--- src/design/bfpi_pkg.sv ---
// Shared constants and types for the burst flash pin interface
package bfpi_pkg;
  localparam int ADDR_W     = 21;
  localparam int DATA_W     = 16;
  localparam int FIFO_DEPTH = 16;
  localparam int LAT_W      = 4;
  localparam int CTL_W      = 11;
  // Clock period and initial burst access times, in picoseconds
  localparam int SYS_CLK_PERIOD_PS = 10000;
  localparam int IACC_EVEN_PS      = 87500;
  localparam int IACC_ODD_PS       = 106000;
  // Longest times, so rounded down to whole cycles
  localparam int IACC_EVEN_CYC = IACC_EVEN_PS / SYS_CLK_PERIOD_PS;
  localparam int IACC_ODD_CYC  = IACC_ODD_PS / SYS_CLK_PERIOD_PS;
  localparam logic [LAT_W-1:0]  LAT_EVEN  = LAT_W'(IACC_EVEN_CYC);
  localparam logic [LAT_W-1:0]  LAT_ODD   = LAT_W'(IACC_ODD_CYC);
  localparam logic [LAT_W-1:0]  LAT_RST   = 4'h0;
  localparam logic [ADDR_W-1:0] ADDR_RST  = 21'h0_0000;
  localparam logic [DATA_W-1:0] DATA_RST  = 16'h0000;
  // Pins reset to their idle levels so no false strobe edge follows reset;
  // the hardware reset bit stays active until the pin is really seen high
  localparam logic [CTL_W-1:0]  CTL_RST   = 11'h42e;
  // Bit positions inside the synchronised control vector
  localparam int CTL_FCLK  = 0;
  localparam int CTL_CE_N  = 1;
  localparam int CTL_OE_N  = 2;
  localparam int CTL_AVD_N = 3;
  localparam int CTL_RST_N = 4;
  localparam int CTL_WP_N  = 5;
  localparam int CTL_BOOST = 6;
  localparam int CTL_HV    = 7;
  localparam int CTL_BURST = 8;
  localparam int CTL_RWAIT = 9;
  localparam int CTL_WE_N  = 10;

  typedef enum logic [1:0] {
    ST_IDLE,
    ST_ASYNC_FETCH,
    ST_BURST_WAIT,
    ST_BURST_RUN
  } bfpi_state_e;
endpackage

--- src/design/bfpi_top.sv ---
// Burst flash pin interface: pin sampling, address latch, burst engine, word FIFO
// Notes on behaviour
// - Ready is low while the shown burst word is not valid, high when it is.
// - Asynchronous reads work with the flash clock standing still.
// - After the first burst word, each active clock edge with ready high advances the address by one.
// - In asynchronous mode a low address-valid strobe marks the address as valid.
// - In burst mode a low address-valid strobe latches a new burst start address.
// - With the address-valid strobe high, address inputs are ignored.
// - A low hardware reset resets the device back to reading array data.
// - Write-protect low refuses program and erase on the two outermost sectors.
// - Boost input at high voltage speeds programming and enables unlock bypass.
// - Boost input low treats every sector as locked; the code locks only while the high-voltage boost flag is also low.
// - Chip enable is taken without alignment to flash clock edges.
// - Output enable gates the data pins without alignment to flash clock edges.
// - Reduced-wait variant gives even start addresses a shorter first-word latency.
// - The rising flash clock edge is the active burst edge.
// - Asynchronous reads take the address at the strobe's rising edge.
`timescale 1ns/1ps
`default_nettype none

module bfpi_fifo #(
  parameter int W = 16,
  parameter int D = 16
) (
  input  wire logic                 sys_clk,
  input  wire logic                 arst_n,
  input  wire logic                 flush,
  input  wire logic                 in_valid,
  output logic                      in_ready,
  input  wire logic [W-1:0]         in_data,
  output logic                      out_valid,
  input  wire logic                 out_ready,
  output logic [W-1:0]              out_data,
  output logic [$clog2(D):0]        count
);
  localparam int PW = $clog2(D);
  logic [W-1:0]  mem [D];
  logic [PW-1:0] wr_reg, wr_next, rd_reg, rd_next;
  logic [PW:0]   cnt_reg, cnt_next;
  logic          push, pop;

  // Honest full and empty straight from the occupancy
  assign in_ready  = (cnt_reg != (PW+1)'(D));
  assign out_valid = (cnt_reg != '0);
  assign out_data  = mem[rd_reg];
  assign count     = cnt_reg;
  assign push      = in_valid & in_ready;
  assign pop       = out_valid & out_ready;

  // Pointer and count update; flush drops everything held
  always_comb begin
    wr_next  = wr_reg;
    rd_next  = rd_reg;
    cnt_next = cnt_reg;
    if (flush) begin
      wr_next  = '0;
      rd_next  = '0;
      cnt_next = '0;
    end else begin
      if (push) wr_next = (wr_reg == PW'(D-1)) ? '0 : wr_reg + 1'b1;
      if (pop)  rd_next = (rd_reg == PW'(D-1)) ? '0 : rd_reg + 1'b1;
      cnt_next = cnt_reg + (PW+1)'(push) - (PW+1)'(pop);
    end
  end

  always_ff @(posedge sys_clk or negedge arst_n) begin
    if (!arst_n) begin
      wr_reg  <= '0;
      rd_reg  <= '0;
      cnt_reg <= '0;
    end else begin
      wr_reg  <= wr_next;
      rd_reg  <= rd_next;
      cnt_reg <= cnt_next;
    end
  end

  // Storage has no reset, only written on a push
  always_ff @(posedge sys_clk) begin
    if (push && !flush) mem[wr_reg] <= in_data;
  end

  AST_FIFO_NO_OVERRUN: assert property (@(posedge sys_clk) disable iff (!arst_n)
    (cnt_reg == (PW+1)'(D)) && !pop && !flush |=> cnt_reg == (PW+1)'(D))
    else $error("FIFO count changed while full without a pop");
endmodule

module bfpi_top
  import bfpi_pkg::*;
(
  input  wire logic              sys_clk,
  input  wire logic              arst_n,
  input  wire logic              flash_clk,
  input  wire logic              chip_en_n,
  input  wire logic              out_en_n,
  input  wire logic              write_en_n,
  input  wire logic              addr_valid_strobe_n,
  input  wire logic              hw_reset_n,
  input  wire logic              write_protect_n,
  input  wire logic              program_boost_input,
  input  wire logic              program_boost_hv,
  input  wire logic              burst_mode_sel,
  input  wire logic              reduced_wait_sel,
  input  wire logic [ADDR_W-1:0] word_address_bus,
  input  wire logic [DATA_W-1:0] data_bus_16_in,
  output logic [DATA_W-1:0]      data_bus_16_out,
  output logic                   data_bus_16_oe,
  output logic                   ready_out,
  output logic                   arr_rd_en,
  output logic [ADDR_W-1:0]      arr_rd_addr,
  input  wire logic [DATA_W-1:0] arr_rd_data,
  input  wire logic              pgm_req,
  input  wire logic              pgm_outer_sector,
  output logic                   pgm_grant,
  output logic                   pgm_refuse,
  output logic [DATA_W-1:0]      pgm_wdata,
  output logic                   accel_mode,
  output logic                   unlock_bypass,
  output logic                   all_locked,
  output logic                   read_array_mode
);
  localparam int CW = $clog2(FIFO_DEPTH) + 1;

  // Two-flop synchronisers; the first stage feeds only the second
  logic [CTL_W-1:0]  ctl_s1_reg, ctl_s2_reg;
  logic [ADDR_W-1:0] adr_s1_reg, adr_s2_reg;
  logic [DATA_W-1:0] dat_s1_reg, dat_s2_reg;
  logic              fclk_d_reg, avd_d_reg;
  logic [CTL_W-1:0]  ctl_pins;
  assign ctl_pins = {write_en_n, reduced_wait_sel, burst_mode_sel, program_boost_hv,
                     program_boost_input, write_protect_n, hw_reset_n,
                     addr_valid_strobe_n, out_en_n, chip_en_n, flash_clk};

  always_ff @(posedge sys_clk or negedge arst_n) begin
    if (!arst_n) begin
      ctl_s1_reg <= CTL_RST;
      ctl_s2_reg <= CTL_RST;
      adr_s1_reg <= ADDR_RST;
      adr_s2_reg <= ADDR_RST;
      dat_s1_reg <= DATA_RST;
      dat_s2_reg <= DATA_RST;
      fclk_d_reg <= 1'b0;
      avd_d_reg  <= 1'b1; // Strobe idles high
    end else begin
      ctl_s1_reg <= ctl_pins;
      ctl_s2_reg <= ctl_s1_reg;
      adr_s1_reg <= word_address_bus;
      adr_s2_reg <= adr_s1_reg;
      dat_s1_reg <= data_bus_16_in;
      dat_s2_reg <= dat_s1_reg;
      fclk_d_reg <= ctl_s2_reg[CTL_FCLK];
      avd_d_reg  <= ctl_s2_reg[CTL_AVD_N];
    end
  end

  logic s_ce_n, s_oe_n, s_avd_n, s_rst_n, s_wp_n, s_boost, s_hv, s_burst, s_rwait;
  logic clk_rise, avd_rise;
  assign s_ce_n   = ctl_s2_reg[CTL_CE_N];
  assign s_oe_n   = ctl_s2_reg[CTL_OE_N];
  assign s_avd_n  = ctl_s2_reg[CTL_AVD_N];
  assign s_rst_n  = ctl_s2_reg[CTL_RST_N];
  assign s_wp_n   = ctl_s2_reg[CTL_WP_N];
  assign s_boost  = ctl_s2_reg[CTL_BOOST];
  assign s_hv     = ctl_s2_reg[CTL_HV];
  assign s_burst  = ctl_s2_reg[CTL_BURST];
  assign s_rwait  = ctl_s2_reg[CTL_RWAIT];
  // Rising flash clock edge is the active burst edge
  assign clk_rise = ctl_s2_reg[CTL_FCLK] & ~fclk_d_reg;
  assign avd_rise = s_avd_n & ~avd_d_reg;

  // Word FIFO between array fetches and the data pins
  logic              f_flush, f_in_valid, f_in_ready, f_out_valid, f_pop;
  logic [DATA_W-1:0] f_out_data;
  logic [CW-1:0]     f_count;

  bfpi_fifo #(
    .W (DATA_W),
    .D (FIFO_DEPTH)
  ) u_fifo (
    .sys_clk   (sys_clk),
    .arst_n    (arst_n),
    .flush     (f_flush),
    .in_valid  (f_in_valid),
    .in_ready  (f_in_ready),
    .in_data   (arr_rd_data),
    .out_valid (f_out_valid),
    .out_ready (f_pop),
    .out_data  (f_out_data),
    .count     (f_count)
  );

  bfpi_state_e       state_reg, state_next;
  logic [ADDR_W-1:0] addr_reg, addr_next, burst_addr_reg, burst_addr_next;
  logic [ADDR_W-1:0] fetch_addr_reg, fetch_addr_next;
  logic [ADDR_W-1:0] rdaddr_reg, rdaddr_next;
  logic [LAT_W-1:0]  lat_reg, lat_next;
  logic [DATA_W-1:0] dout_reg, dout_next, wdata_reg, wdata_next;
  logic              rdy_reg, rdy_next, oe_reg, oe_next, rd_reg, rd_next;
  logic              infl_reg, infl_next, fetch_reg, fetch_next;
  logic              grant_reg, grant_next, refuse_reg, refuse_next;
  logic              accel_reg, accel_next, locked_reg, locked_next, rdarr_reg;
  logic              burst_load, refused;
  logic [CW:0]       occ;

  // A stale in-flight word is dropped on flush; issue only with room left
  assign f_in_valid = infl_reg & ~f_flush;
  assign occ        = {1'b0, f_count} + (CW+1)'(rd_reg) + (CW+1)'(infl_reg);
  assign burst_load = s_burst & ~s_ce_n & ~s_avd_n & clk_rise;
  assign refused    = locked_reg | (~s_wp_n & pgm_outer_sector);

  // Next state of the read engine and the protection outputs
  always_comb begin
    state_next      = state_reg;
    addr_next       = addr_reg;
    burst_addr_next = burst_addr_reg;
    fetch_addr_next = fetch_addr_reg;
    rdaddr_next     = rdaddr_reg;
    lat_next        = (lat_reg != '0) ? lat_reg - 1'b1 : lat_reg;
    dout_next       = dout_reg;
    rdy_next        = rdy_reg;
    fetch_next      = fetch_reg;
    f_flush         = 1'b0;
    f_pop           = 1'b0;
    rd_next         = 1'b0;
    // Gating follows the synced enables, never the flash clock
    oe_next         = ~s_ce_n & ~s_oe_n & s_rst_n;
    accel_next      = s_hv;
    locked_next     = ~s_boost & ~s_hv;
    grant_next      = pgm_req & s_rst_n & ~refused;
    refuse_next     = pgm_req & refused;
    wdata_next      = (pgm_req & ~refused) ? dat_s2_reg : wdata_reg;
    if (!s_rst_n) begin
      // Hardware reset: drop the burst, back to array reads
      state_next = ST_IDLE;
      rdy_next   = 1'b0;
      fetch_next = 1'b0;
      f_flush    = 1'b1;
    end else if (burst_load) begin
      // New burst start; even start is faster on the reduced-wait variant
      addr_next       = adr_s2_reg;
      burst_addr_next = adr_s2_reg;
      fetch_addr_next = adr_s2_reg;
      lat_next        = (s_rwait && !adr_s2_reg[0]) ? LAT_EVEN : LAT_ODD;
      rdy_next        = 1'b0;
      fetch_next      = 1'b1;
      f_flush         = 1'b1;
      state_next      = ST_BURST_WAIT;
    end else if (s_ce_n && state_reg != ST_IDLE) begin
      state_next = ST_IDLE;
      rdy_next   = 1'b0;
      fetch_next = 1'b0;
      f_flush    = 1'b1;
    end else begin
      unique case (state_reg)
        ST_IDLE: begin
          // Address tracked only while the strobe is low, taken at its rise
          if (!s_avd_n) addr_next = adr_s2_reg;
          if (avd_rise && !s_burst && !s_ce_n) begin
            fetch_addr_next = addr_reg;
            fetch_next      = 1'b1;
            f_flush         = 1'b1;
            state_next      = ST_ASYNC_FETCH;
          end
        end
        ST_ASYNC_FETCH: begin
          fetch_next = 1'b0;
          if (f_out_valid) begin
            f_pop      = 1'b1;
            dout_next  = f_out_data;
            rdy_next   = 1'b1;
            state_next = ST_IDLE;
          end
        end
        ST_BURST_WAIT: begin
          if (lat_reg == '0 && f_out_valid) begin
            f_pop      = 1'b1;
            dout_next  = f_out_data;
            rdy_next   = 1'b1;
            state_next = ST_BURST_RUN;
          end
        end
        ST_BURST_RUN: begin
          // Host takes a word on each edge with ready high
          if (clk_rise && rdy_reg) begin
            burst_addr_next = burst_addr_reg + 1'b1;
            f_pop           = f_out_valid;
            dout_next       = f_out_valid ? f_out_data : dout_reg;
            rdy_next        = f_out_valid;
          end else if (!rdy_reg && f_out_valid) begin
            f_pop     = 1'b1;
            dout_next = f_out_data;
            rdy_next  = 1'b1;
          end
        end
      endcase
    end
    // Array fetch: async reads stop after one word
    if (fetch_reg && f_in_ready && !f_flush && occ < (CW+1)'(FIFO_DEPTH)) begin
      rd_next         = 1'b1;
      rdaddr_next     = fetch_addr_reg; // Issued address stands with the strobe
      fetch_addr_next = fetch_addr_reg + 1'b1;
      if (state_reg == ST_IDLE) fetch_next = 1'b0;
    end
    infl_next = rd_reg & ~f_flush;
  end

  always_ff @(posedge sys_clk or negedge arst_n) begin
    if (!arst_n) begin
      state_reg      <= ST_IDLE;
      addr_reg       <= ADDR_RST;
      burst_addr_reg <= ADDR_RST;
      fetch_addr_reg <= ADDR_RST;
      rdaddr_reg     <= ADDR_RST;
      lat_reg        <= LAT_RST;
      dout_reg       <= DATA_RST;
      wdata_reg      <= DATA_RST;
      rdy_reg        <= 1'b0;
      oe_reg         <= 1'b0;
      rd_reg         <= 1'b0;
      infl_reg       <= 1'b0;
      fetch_reg      <= 1'b0;
      grant_reg      <= 1'b0;
      refuse_reg     <= 1'b0;
      accel_reg      <= 1'b0;
      locked_reg     <= 1'b1;
      rdarr_reg      <= 1'b0;
    end else begin
      state_reg      <= state_next;
      addr_reg       <= addr_next;
      burst_addr_reg <= burst_addr_next;
      fetch_addr_reg <= fetch_addr_next;
      rdaddr_reg     <= rdaddr_next;
      lat_reg        <= lat_next;
      dout_reg       <= dout_next;
      wdata_reg      <= wdata_next;
      rdy_reg        <= rdy_next;
      oe_reg         <= oe_next;
      rd_reg         <= rd_next;
      infl_reg       <= infl_next;
      fetch_reg      <= fetch_next;
      grant_reg      <= grant_next;
      refuse_reg     <= refuse_next;
      accel_reg      <= accel_next;
      locked_reg     <= locked_next;
      rdarr_reg      <= s_rst_n;
    end
  end

  // Every output is a flip-flop
  assign data_bus_16_out = dout_reg;
  assign data_bus_16_oe  = oe_reg;
  assign ready_out       = rdy_reg;
  assign arr_rd_en       = rd_reg;
  assign arr_rd_addr     = rdaddr_reg;
  assign pgm_grant       = grant_reg;
  assign pgm_refuse      = refuse_reg;
  assign pgm_wdata       = wdata_reg;
  assign accel_mode      = accel_reg;
  assign unlock_bypass   = accel_reg;
  assign all_locked      = locked_reg;
  assign read_array_mode = rdarr_reg;

  AST_RESET_IDLE: assert property (@(posedge sys_clk) disable iff (!arst_n)
    !s_rst_n |=> state_reg == ST_IDLE && !rdy_reg && !oe_reg)
    else $error("Hardware reset did not return to idle");
  AST_CE_GATE: assert property (@(posedge sys_clk) disable iff (!arst_n)
    s_ce_n |=> !oe_reg)
    else $error("Data driven with chip disabled");
  AST_OE_GATE: assert property (@(posedge sys_clk) disable iff (!arst_n)
    !s_ce_n && !s_oe_n && s_rst_n |=> oe_reg)
    else $error("Data not driven with outputs enabled");
  AST_ADDR_ADVANCE: assert property (@(posedge sys_clk) disable iff (!arst_n)
    state_reg == ST_BURST_RUN && clk_rise && rdy_reg && s_rst_n && !s_ce_n && !burst_load
    |=> burst_addr_reg == $past(burst_addr_reg) + 1'b1)
    else $error("Burst address did not advance on active edge");
  AST_AVD_IGNORE: assert property (@(posedge sys_clk) disable iff (!arst_n)
    s_avd_n && s_rst_n |=> addr_reg == $past(addr_reg))
    else $error("Address changed while strobe high");
  AST_WP_REFUSE: assert property (@(posedge sys_clk) disable iff (!arst_n)
    pgm_req && !s_wp_n && pgm_outer_sector |=> pgm_refuse && !pgm_grant)
    else $error("Protected outer sector was not refused");
  AST_LOCK_ALL: assert property (@(posedge sys_clk) disable iff (!arst_n)
    !s_boost && !s_hv ##1 (!s_boost && !s_hv && pgm_req) |=> pgm_refuse)
    else $error("Program accepted with boost input low");
  AST_ACCEL: assert property (@(posedge sys_clk) disable iff (!arst_n)
    $rose(s_hv) |=> accel_mode && unlock_bypass && !all_locked)
    else $error("High voltage boost did not enter fast mode");
  AST_LAT_EVEN: assert property (@(posedge sys_clk) disable iff (!arst_n)
    burst_load && s_rst_n && s_rwait && !adr_s2_reg[0] |=> lat_reg == LAT_EVEN)
    else $error("Even start did not get the short latency");
  AST_RDY_LOW_WAIT: assert property (@(posedge sys_clk) disable iff (!arst_n)
    burst_load && s_rst_n |=> !rdy_reg ##1 !rdy_reg)
    else $error("Ready high before initial latency elapsed");
endmodule

`default_nettype wire

--- config.mk ---
export PLATFORM = sky130hd
export DESIGN_NAME = bfpi_top
export DESIGN_NICKNAME = d
export VERILOG_FILES = /design/src/design/bfpi_pkg.sv /design/src/design/bfpi_top.sv
export SDC_FILE = /design/constraint.sdc
export NUM_CORES = 1
export LEC_CHECK = 0
export ABC_AREA = 1
export BUFFER_PORTS_ARGS = -buffer_cell sky130_fd_sc_hd__buf_4
export CAP_MARGIN = 20
export CORE_UTILIZATION = 35
export DETAILED_ROUTE_END_ITERATION = 8
export HOLD_SLACK_MARGIN = 0.05
export SKIP_LAST_GASP = 1
export SYNTH_ARGS = -nofsm -noshare
export SYNTH_HDL_FRONTEND = slang
export SYNTH_SLANG_ARGS = --single-unit
--- constraint.sdc ---
create_clock -name sys_clk -period 3.8 [get_ports sys_clk]
set_input_delay 0.76 -clock sys_clk [delete_from_list [all_inputs] [get_ports sys_clk]]
set_output_delay 0.76 -clock sys_clk [all_outputs]
set_load 0.01 [all_outputs]
### Yosys cells after proc, flatten, opt, wreduce, memory -nomap -nowiden

Memories as Yosys holds them, arrays and structs flattened.
Index checks and enable logic that the tools add are counted.

* $add $sub $neg: 8
* reductions and logical operators: 33
* order comparisons: 1
* bitwise operators: 30
* muxes and demuxes: 64
* eq/ne operators: 17

Operators by type and width (number)
* 2-to-1 mux 21 bit: 10
* 2-to-1 mux 16 bit: 4
* one-hot mux 16 bit (3 select lines): 1
* 2-to-1 mux 4 bit: 9
* 2-to-1 mux 1 bit: 28
* adder 21 x 1 -> 21 bit (second input constant): 1
* != test 5 bit (second input constant): 4
* AND 1 bit: 17
* AND reduction 4 bit: 4
* 2-to-1 mux 2 bit: 7
* != test 6 x 1 -> 1 bit (second input constant): 2
* inverter 1 bit: 12
* logical AND 1 bit: 11
* nonzero test 2 bit: 5
* nonzero test 3 bit: 3
* adder 4 x 1 -> 4 bit (second input constant): 2
* equality test 4 bit (second input constant): 2
* adder 5 x 1 -> 6 bit: 1
* adder 6 x 1 -> 6 bit: 1
* less-than comparator 6 x 5 -> 1 bit (second input constant): 1
* != test 6 bit (second input constant): 1
* one-hot mux 1 bit (3 select lines): 2
* one-hot mux 2 bit (3 select lines): 1
* AND reduction 6 bit: 1
* other kinds (17): 23

* memories: 1
* memory bits (writable): 256
* bits in registers: 220
* bits of input ports: 68
* logic and storage cells: 182

Memories
* u_fifo.mem: depth 16, bits a word 16, read ports 1, clocked after Yosys merged registers in 0, wr ports 1, line bfpi_top.sv:37 `logic [W-1:0] mem [D];`

### Logic depth before layout (Yosys ltp)

Gate-level depths: netlist (run 1).

* depth in word-level cells: 15
* depth in mapped cells: 20
* gate-level depth less buffers: 19

### By module

From an unflattened synthesis (run 1), not the netlist that was laid out.

* cell total of the unflattened synthesis: 1929
* area total of the unflattened synthesis: 19613.8 µm²

Modules (own cells, without submodules)
* bfpi_fifo: sequential area each 8012.7 µm², cells an instance 1145, times used 1, area an instance 11682.5 µm²
* bfpi_top: sequential area each 5192.5 µm², cells an instance 784, times used 1, area an instance 7931.4 µm²

### Least setup slack after synthesis (run 1)

No wires, ideal clock.

* kind: flip-flop to flip-flop
* start point: register lat_reg[0]
* end point: register u_fifo.cnt_reg[4], in the netlist u_fifo.count[4]
* path slack: 0.944 ns
* arrival: 2.732 ns
* path buffers: 1
* period minus slack after synthesis: 2.856 ns
* library setup time: 0.124 ns
* stages on the path, launching flop included: 20
* data required time: 3.676 ns
* cells stage by stage: dfrtp_1 > inv_1 > ha_1 > nor3b_2 > nand3_1 > nand3_1 > nand2_2 > inv_2 > buf_4 > ha_1 > inv_1 > ha_1 > inv_1 > fa_1 > inv_1 > a21oi_1 > nor2_1 > nor2_1 > xnor2_1 > nor2_1

* longest elaborated chain between the ends: 10

Ends and longest elaborated chain
* start: declaration: line bfpi_top.sv:196 `logic [LAT_W-1:0] lat_reg, lat_next;`
* start signal: assignment: line bfpi_top.sv:333 `lat_reg <= lat_next;`
* zero test 4 bit: line bfpi_top.sv:275 `if (lat_reg == '0 && f_out_valid) begin`
* logical AND 1 bit: line bfpi_top.sv:275
* 2-to-1 mux 1 bit: line bfpi_top.sv:275
* one-hot mux 1 bit (3 select lines): line bfpi_top.sv:254 `unique case (state_reg)`
* 2-to-1 mux 1 bit: line bfpi_top.sv:248 `end else if (s_ce_n && state_reg != ST_IDLE) begin`
* 2-to-1 mux 1 bit: line bfpi_top.sv:238 `end else if (burst_load) begin`
* 2-to-1 mux 1 bit: line bfpi_top.sv:232 `if (!s_rst_n) begin`
* AND 1 bit: line bfpi_top.sv:48 `assign pop = out_valid & out_ready;`
* subtractor 5 x 1 -> 5 bit: line bfpi_top.sv:62 `cnt_next = cnt_reg + (PW+1)'(push) - (PW+1)'(pop);`
* 2-to-1 mux 5 bit: line bfpi_top.sv:55 `if (flush) begin`
* net u_fifo.cnt_next[4]: line bfpi_top.sv:39 `logic [PW:0] cnt_reg, cnt_next;`
* end signal: assignment: line bfpi_top.sv:74 `cnt_reg <= cnt_next;`
* end: declaration: line bfpi_top.sv:39

The timed path passes the listed nets, and every way through them passes these cells.
A chain may end at the register's enable or synchronous reset.

### Final worst setup path (run 1)

* start point: register lat_reg[1]
* end point: register u_fifo.cnt_reg[4], in the netlist u_fifo.count[4]

The elaborated chain is that of the path after synthesis.

==> reports/metrics.cfg, run 1 <==
[clocking]
cts_resized=0
insertion_delay_ns=0.61
root_buffer=sky130_fd_sc_hd__clkbuf_16
path_clk_slew_ns=0.07
buffer_levels_on_the_longest_clock_path=3
clock_tree.htree_level_count=2
cts_hold_repair.buffers=0
cts_num_sinks=476
post-cts-setup-buffers=0
tritoncts.num_buffers=49
tritoncts=built

[place]
placed_cell_area_mm2=0.0208
numPortBuffers=128
placed_cells_incl_taps=2504
dp.final_hpwl_um=25800
weighted_congestion_at_the_end_of_routability_driven_global_placement=0.848

[timing]
worst_slew_margin_rel_pct=38.0
setup_viol=0
fmax_ghz=0.337
worst_pin_slew_ns=0.927
timing.hold.ws_ns=0.148
hold_violations=0
final.period_utilization_pct=78.0
fin_crit_ns=2.96
final-max-slew-violation-count=0
fin_clk_skew_ns=0.0264
grt_setup_unrepaired=no
fin_tns_setup_ns=0

[floorplanning]
core-area_mm2=0.0537
die_h_um=235
io-pin-count=130
die_width_um=235
initial_utilization_pct=35.4
die_ar_mm2=0.0552
placement_rows=85

[logic_synthesis]
synth-warning-count=0
register_bit_total_from_synthesis=476
avg_cell_area_syn_um2=11.0
synthesis.area_mm2=0.0190
syn_inst=1721
yosys.cell_types.count=41
ys_seq_area_share_pct=69.5
synthesis.nets=1808

[drt]
vias=12500
drt_iter0_drc=1177
drt_drc_violations_left=0
via_per_inst=4.82
route.final.wire_length_um=42700
detail_route.wl_per_cell_um=16.4
detailed_routing_iterations_pass_1=5
ant_nets=0

[layout]
layout_commonest_cell=sky130_fd_sc_hd__nand2_1
area_growth_pct=17.8
largest_reg_flops=256
post_route_cells_drive_above_1_share_pct=15.9
nets=1946
final-instance-count-excl-fill=2596
most_used_cells_in_the_layout_excluding_fill_and_tap_cells=sky130_fd_sc_hd__nand2_1 (462), sky130_fd_sc_hd__edfxtp_1 (256), sky130_fd_sc_hd__nor2_1 (210)
final_design_area_no_fill_mm2=0.0224
largest_register=u_fifo.mem

[setup_path]
critical_path.max_fanout=6
worst-setup-path-type=flip-flop to flip-flop
crit_path_start_kind=flip-flop
timing.critical_path.required_ns=4.28
timing.critical_path.to_type=flip-flop
critPathArrivalTime_ns=3.44

[global_routing]
global_route.overflow_total=0
grt_pass1_vias=12300
wire_length_of_the_first_global_routing_pass_um=68300
grtUsageTotal_pct=15.7
number_of_antenna_violations_at_the_first_check_in_global_routing=1
grt_max_degree=132

[power_and_ir_drop]
cellPowerDensity_mw_per_mm2=546
ir_drop_mv=0.381
power.leakage_nw=9.45

[worst_hold_path]
hold_class=input pin to async pin

[status]
run_status=finished clean

[run]
cap_viol_max_count=0

[metrics by stage]
step           worst slack, ns  util, %  power (mW)
2_1_floorplan            0.944        -        7.05
3_3_place_gp             0.954     38.7        7.59
3_5_place_dp             0.838     38.7        7.64
4_1_cts                  0.837     41.7        12.4
5_1_grt                  0.510     41.7        12.8
6_report                 0.836     41.7        12.2
[where the power goes]
part           internal [mW]  switching [mW]  leakage (nW)
clock                   2.63            2.06         0.788
combinational          0.588           0.754          3.64
sequential              5.87           0.322          5.02
total                   9.08            3.14          9.45
[cell usage after synthesis]
master | n | area (um^2)
sky130_fd_sc_hd__fa_1 | 1 | 20.0
sky130_fd_sc_hd__inv_1 | 80 | 300
sky130_fd_sc_hd__a21oi_4 | 1 | 16.3
sky130_fd_sc_hd__xnor2_1 | 5 | 43.8
sky130_fd_sc_hd__mux2_2 | 16 | 180
sky130_fd_sc_hd__nand3_2 | 1 | 10.0
sky130_fd_sc_hd__nand2_4 | 1 | 11.3
sky130_fd_sc_hd__nor3b_2 | 1 | 12.5
sky130_fd_sc_hd__and3_1 | 1 | 6.26
sky130_fd_sc_hd__nor3_1 | 4 | 20.0
sky130_fd_sc_hd__buf_1 | 5 | 18.8
sky130_fd_sc_hd__nand3_4 | 1 | 17.5
sky130_fd_sc_hd__and2_1 | 2 | 12.5
sky130_fd_sc_hd__o22ai_1 | 18 | 113
sky130_fd_sc_hd__dfstp_2 | 10 | 263
sky130_fd_sc_hd__buf_2 | 31 | 155
sky130_fd_sc_hd__o211ai_1 | 33 | 248
sky130_fd_sc_hd__nand2_1 | 462 | 1730
sky130_fd_sc_hd__nor2_4 | 3 | 33.8
sky130_fd_sc_hd__edfxtp_1 | 256 | 7690
sky130_fd_sc_hd__clkbuf_1 | 34 | 128
sky130_fd_sc_hd__o21ai_1 | 25 | 125
sky130_fd_sc_hd__nand3_1 | 62 | 310
sky130_fd_sc_hd__nand4_4 | 1 | 21.3
sky130_fd_sc_hd__clkinv_1 | 2 | 7.51
sky130_fd_sc_hd__a21oi_1 | 7 | 35.0
sky130_fd_sc_hd__a31oi_1 | 1 | 6.26
sky130_fd_sc_hd__nand3b_1 | 2 | 15.0
sky130_fd_sc_hd__ha_1 | 18 | 225
sky130_fd_sc_hd__nor3_4 | 1 | 16.3
sky130_fd_sc_hd__inv_2 | 15 | 56.3
sky130_fd_sc_hd__a21boi_0 | 1 | 7.51
sky130_fd_sc_hd__o21ai_0 | 167 | 836
sky130_fd_sc_hd__nor2_1 | 210 | 788
sky130_fd_sc_hd__dfrtp_1 | 210 | 5260
sky130_fd_sc_hd__nand2_2 | 3 | 18.8
sky130_fd_sc_hd__xor2_1 | 14 | 123
sky130_fd_sc_hd__nand4_1 | 6 | 37.5
sky130_fd_sc_hd__buf_4 | 8 | 60.1
sky130_fd_sc_hd__o21bai_1 | 1 | 7.51
sky130_fd_sc_hd__nor2_8 | 1 | 20.0
[kinds of logic (layout without fill, tap and decap cells)]
kind of cell | Yosys count | in the layout | synth area share, %
compound gates | 254 | 254 | 7.34
xor+xnor | 19 | 19 | 0.876
fa+ha+maj | 19 | 19 | 1.29
buf+inv | 175 | 353 | 3.82
flops | 476 | 476 | 69.5
mux | 16 | 16 | 0.948
other cells | 0 | 1 | 0
simple gates | 762 | 762 | 16.2
[path summary, 6_finish.rpt]
kind | depth (start not counted) | from | slack (ns) | endpoint
worst max-delay path | 18 | lat_reg[1] | 0.84 | u_fifo.count[4]
worst min-delay path | 1 | arst_n | 0.15 | lat_reg[3]
worst max register to register | 18 | lat_reg[1] | 0.84 | u_fifo.count[4]
worst min register to register | 0 | adr_s1_reg[2] | 0.34 | adr_s2_reg[2]
max in group asynchronous | 2 | arst_n | 2.54 | u_fifo.rd_reg[0]
min in group sys_clk | 1 | word_address_bus[13] | 0.27 | adr_s1_reg[13]
[layout make-up]
class	count	area, um^2
clock inverters	26	230
fillers	5028	31300
diodes	1	2.50
inverters	97	365
multi-input cells	1070	5070
flip-flops and latches	476	13200
well taps	696	871
clock buffers	65	1360
repair buffers	165	1270
[routing by layer]
layer | global-route usage (%) | vias up | share of wire, %
met5 | 0 | - | 0
met4 | 5.84 | 0 | 2.8
met3 | 2.90 | 81 | 5.1
met2 | 25.6 | 316 | 48
met1 | 20.7 | 6078 | 44
li1 | - | 6025 | -
[critical path, cell delays in order, from the launching register on]
cell	delay, ns
sky130_fd_sc_hd__dfrtp_1	0.40
sky130_fd_sc_hd__inv_1	0.10
sky130_fd_sc_hd__ha_1	0.16
sky130_fd_sc_hd__nor3b_2	0.42
sky130_fd_sc_hd__nand3_1	0.12
sky130_fd_sc_hd__nand3_1	0.19
sky130_fd_sc_hd__nand2_2	0.08
sky130_fd_sc_hd__inv_2	0.06
sky130_fd_sc_hd__ha_1	0.21
sky130_fd_sc_hd__inv_1	0.06
sky130_fd_sc_hd__ha_1	0.16
sky130_fd_sc_hd__inv_1	0.06
sky130_fd_sc_hd__fa_1	0.35
sky130_fd_sc_hd__inv_1	0.10
sky130_fd_sc_hd__a21oi_1	0.07
sky130_fd_sc_hd__nor2_1	0.09
sky130_fd_sc_hd__nor2_1	0.05
sky130_fd_sc_hd__xnor2_1	0.12
sky130_fd_sc_hd__nor2_1	0.05
Power figures use the tool's default switching activity.
==> run 2: changes to the inputs <==
ABC_AREA = 0   (was 1)
clock period = 2.6 ns   (was 3.8 ns; I/O delays follow)
==> run 2 against run 1 <==
  * The flow now finishes with violations (setup timing)
  * Non-clock buffer count is 90 higher
  * Critical path depth is 5 lower
  * Setup slack worse by 0.89 ns
  * Final cell count is 22% lower
  * First-iteration DRC count is 39% lower
  * Global-route usage is 1.4 points lower
  * Total power is 41% higher
  * Via count is 21% lower
  * Wire length is 11% lower
  * Largest power group unchanged
  * Highest routed layer is now met5
==> reports/metrics.cfg, run 2 <==
[logic_synthesis]
yosysMostFrequentCell=sky130_fd_sc_hd__edfxtp_1
yosys.cell_types.count=63
syn_inst=1052
synth_top_flop_cell=sky130_fd_sc_hd__edfxtp_1
synth.top_cells.by_count=sky130_fd_sc_hd__edfxtp_1 (256), sky130_fd_sc_hd__dfrtp_1 (210), sky130_fd_sc_hd__nand2_1 (92), sky130_fd_sc_hd__mux4_2 (74), sky130_fd_sc_hd__nor2_1 (51)
synth_top_area_share_pct=42.2
avg_cell_area_syn_um2=17.3
synthArstFlopShare_pct=46.2
register_bit_total_from_synthesis=476
ys_seq_area_share_pct=72.5
synth-warning-count=0
synth_enable_flop_cells=256
synthesis.nets=1139
largest_cells_by_area_after_synthesis=sky130_fd_sc_hd__edfxtp_1 (42%), sky130_fd_sc_hd__dfrtp_1 (29%), sky130_fd_sc_hd__mux4_2 (9.2%)
synthesis.area_mm2=0.0182
synth_top_area_cell=sky130_fd_sc_hd__edfxtp_1

[clocking]
insertion_delay_ns=0.59
tritoncts=built
clock_tree.htree_level_count=2
tritoncts.num_buffers=47
root_buffer=sky130_fd_sc_hd__clkbuf_16
cts_num_sinks=476
buffer_levels_on_the_longest_clock_path=3
path_clk_slew_ns=0.06

[drt]
route.final.wire_length_um=37800
drt_drc_violations_left=0
vias=9865
via_per_inst=4.88
ant_nets=0
detail_route.wl_per_cell_um=18.7
drt_iter0_drc=719
detailed_routing_iterations_pass_1=5

[layout]
multi_input_comb_area_mm2=0.00481
layout_commonest_cell=sky130_fd_sc_hd__edfxtp_1
post_route_cells_drive_above_1_share_pct=34.3
finish.utilization_pct=44.6
final_design_area_no_fill_mm2=0.0229
nets=1391
final-seq-area_mm2=0.0132
largest_reg_flops=256
largest_register=u_fifo.mem
nFillCells=4470
most_used_cells_in_the_layout_excluding_fill_and_tap_cells=sky130_fd_sc_hd__edfxtp_1 (256), sky130_fd_sc_hd__dfrtp_1 (208), sky130_fd_sc_hd__buf_4 (178)
area_growth_pct=25.9
insertedDiodeCount=0

[floorplanning]
initial_utilization_pct=35.4
die_ar_mm2=0.0529
die_width_um=230
placement_rows=83
io-pin-count=130
die_h_um=230
core-area_mm2=0.0514

[setup_path]
timing.critical_path.required_ns=3.10
critical-path-slowest-cell=sky130_fd_sc_hd__dfstp_2
cp_top_family=simple AND/OR/NAND/NOR gates
critical_path_depth_in_cells=13
worst-setup-path-type=flip-flop to flip-flop
worstPathBufferInverterCount=3
critical_path.max_fanout=2
crit_path_cell_trace=and4bb_2 > or2_4 > nor4_4 > ha_4 > inv_4 > ha_4 > inv_2 > fa_2 > inv_2 > a21oi_2 > nor2_1 > o21ai_0 > a21oi_1
critPathArrivalTime_ns=3.16
cpPeakStageDelay_ns=0.53
timing.critical_path.to_type=flip-flop
rr_worst_depth=13
crit_path_start_kind=flip-flop

[timing]
final.setup.worst_slack_ns=-0.0591
hold_violations=0
final-max-slew-violation-count=0
fin_clk_skew_ns=0.0311
grt_setup_unrepaired=yes
final.period_utilization_pct=102
setup_viol=1
worst_pin_slew_ns=0.503
worst_slew_margin_rel_pct=66.4
fin_crit_ns=2.66
fmax_ghz=0.376
fin_tns_setup_ns=-0.0591

[run]
cap_viol_max_count=0

[power_and_ir_drop]
power_internal_mw=13.3
p_clk_share_pct=39.6
power.leakage_nw=8.74
p_sw_mw=3.97
comb_power_share_pct=9.4
power_switching_share_pct=23.0
cellPowerDensity_mw_per_mm2=752
ir_drop_mv=0.595
seqPwrFrac_pct=51.1

[global_routing]
wire_length_of_the_first_global_routing_pass_um=58200
grtUsageTotal_pct=14.3
grt_max_degree=69
number_of_antenna_violations_at_the_first_check_in_global_routing=1
global_route.overflow_total=0
grt_pass1_vias=10100

[place]
placed_cell_area_mm2=0.0206
weighted_congestion_at_the_end_of_routability_driven_global_placement=0.798
dp.final_hpwl_um=22600
numPortBuffers=128
placement.setup.worst_slack_ns=-0.132

[worst_hold_path]
worstHoldPathCells=2
hold_class=input pin to flip-flop

[status]
violations=setup timing
run_status=complete, but fails checks

[run 2: cell types whose count changed after synthesis, moves of 45 or more]
cell                      delta
sky130_fd_sc_hd__nand2_1   -370
sky130_fd_sc_hd__inv_1      -61
sky130_fd_sc_hd__o21ai_0   -146
sky130_fd_sc_hd__mux4_2     +74
sky130_fd_sc_hd__nand3_1    -45
sky130_fd_sc_hd__nor2_1    -159
[run 2: final timing paths]
check | end | slack (ns) | startpoint
min in group asynchronous | dat_s1_reg[7] | 0.46 | arst_n
setup / recovery | u_fifo.count[4] | -0.06 | ctl_s2_reg[3]
hold / removal | pgm_refuse | 0.20 | pgm_req
hold reg to reg | dat_s2_reg[10] | 0.34 | dat_s1_reg[10]
setup reg to reg | u_fifo.count[4] | -0.06 | ctl_s2_reg[3]
max in group asynchronous | u_fifo.rd_reg[1] | 1.45 | arst_n
[run 2: routing by layer]
metal,vias up,wire (um),global-route usage [%],share of wire [%]
li1,4485,-,-,-
met1,5119,16200,18.7,43
met2,197,19300,24.1,51
met3,62,1420,2.55,3.8
met4,2,875,4.53,2.3
met5,-,9,0,0.024
[run 2: worst register-to-register path, stage by stage (launching register included)]
cell and delay (ns):
sky130_fd_sc_hd__dfstp_2 0.53, sky130_fd_sc_hd__and4bb_2 0.25, sky130_fd_sc_hd__or2_4 0.27, sky130_fd_sc_hd__nor4_4 0.25, sky130_fd_sc_hd__ha_4 0.27, sky130_fd_sc_hd__inv_4 0.06
sky130_fd_sc_hd__ha_4 0.13, sky130_fd_sc_hd__inv_2 0.03, sky130_fd_sc_hd__fa_2 0.34, sky130_fd_sc_hd__inv_2 0.06, sky130_fd_sc_hd__a21oi_2 0.05, sky130_fd_sc_hd__nor2_1 0.10
sky130_fd_sc_hd__o21ai_0 0.09, sky130_fd_sc_hd__a21oi_1 0.15
[run 2: cell families (layout without fill, tap and decap cells)]
| kind of cell | after synthesis | after routing | share of synthesized area (%) |
|---|---|---|---|
| buffers and inverters | 72 | 360 | 1.94 |
| AND/OR/NAND/NOR | 222 | 222 | 5.81 |
| multiplexers | 147 | 147 | 14.3 |
| XOR/XNOR | 6 | 6 | 0.289 |
| adder cells (fa/ha/maj) | 19 | 19 | 1.35 |
| AO/OA/AOI/OAI | 110 | 110 | 3.83 |
| flip-flops | 476 | 476 | 72.5 |
[run 2: power groups by stage]
stage          Combinational [mW]  Clock (mW)  Sequential (mW)
2_1_floorplan               0.662           0             8.95
3_3_place_gp                 1.49           0             8.92
3_5_place_dp                 1.53           0             8.94
4_1_cts                      1.60        7.01             8.80
5_1_grt                      1.78        7.30             8.87
6_report                     1.62        6.82             8.80
[run 2: metrics by stage]
step,instances,hold WS [ns],power (mW)
final,2020,0.205,17.2
after global routing,2020,0.184,17.9
after CTS,2013,0.176,17.4
after detailed placement,1879,0.335,10.5
after global placement,1879,0.332,10.4
after floorplan,1052,0.224,9.61
[run 2: area by class of cell]
type	count	area share [%]
Sequential cell	476	57.6
Multi-Input combinational cell	504	21.0
Clock inverter	25	1.10
Clock buffer	60	5.75
Tap cell	680	3.71
Inverter	20	0.338
Timing Repair Buffer	255	10.5
[run 2: what timing repair did]
| action | in CTS | in global routing |
|---|---|---|
| cloned | 0 | 4 |
| resized for setup | 7 | 30 |
| pin swaps | 10 | 6 |
| hold endpoints to repair | 91 | 0 |
| endpoints found under the setup margin | 130 | 260 |
| setup buffers | 1 | 3 |
| hold buffers | 48 | 0 |
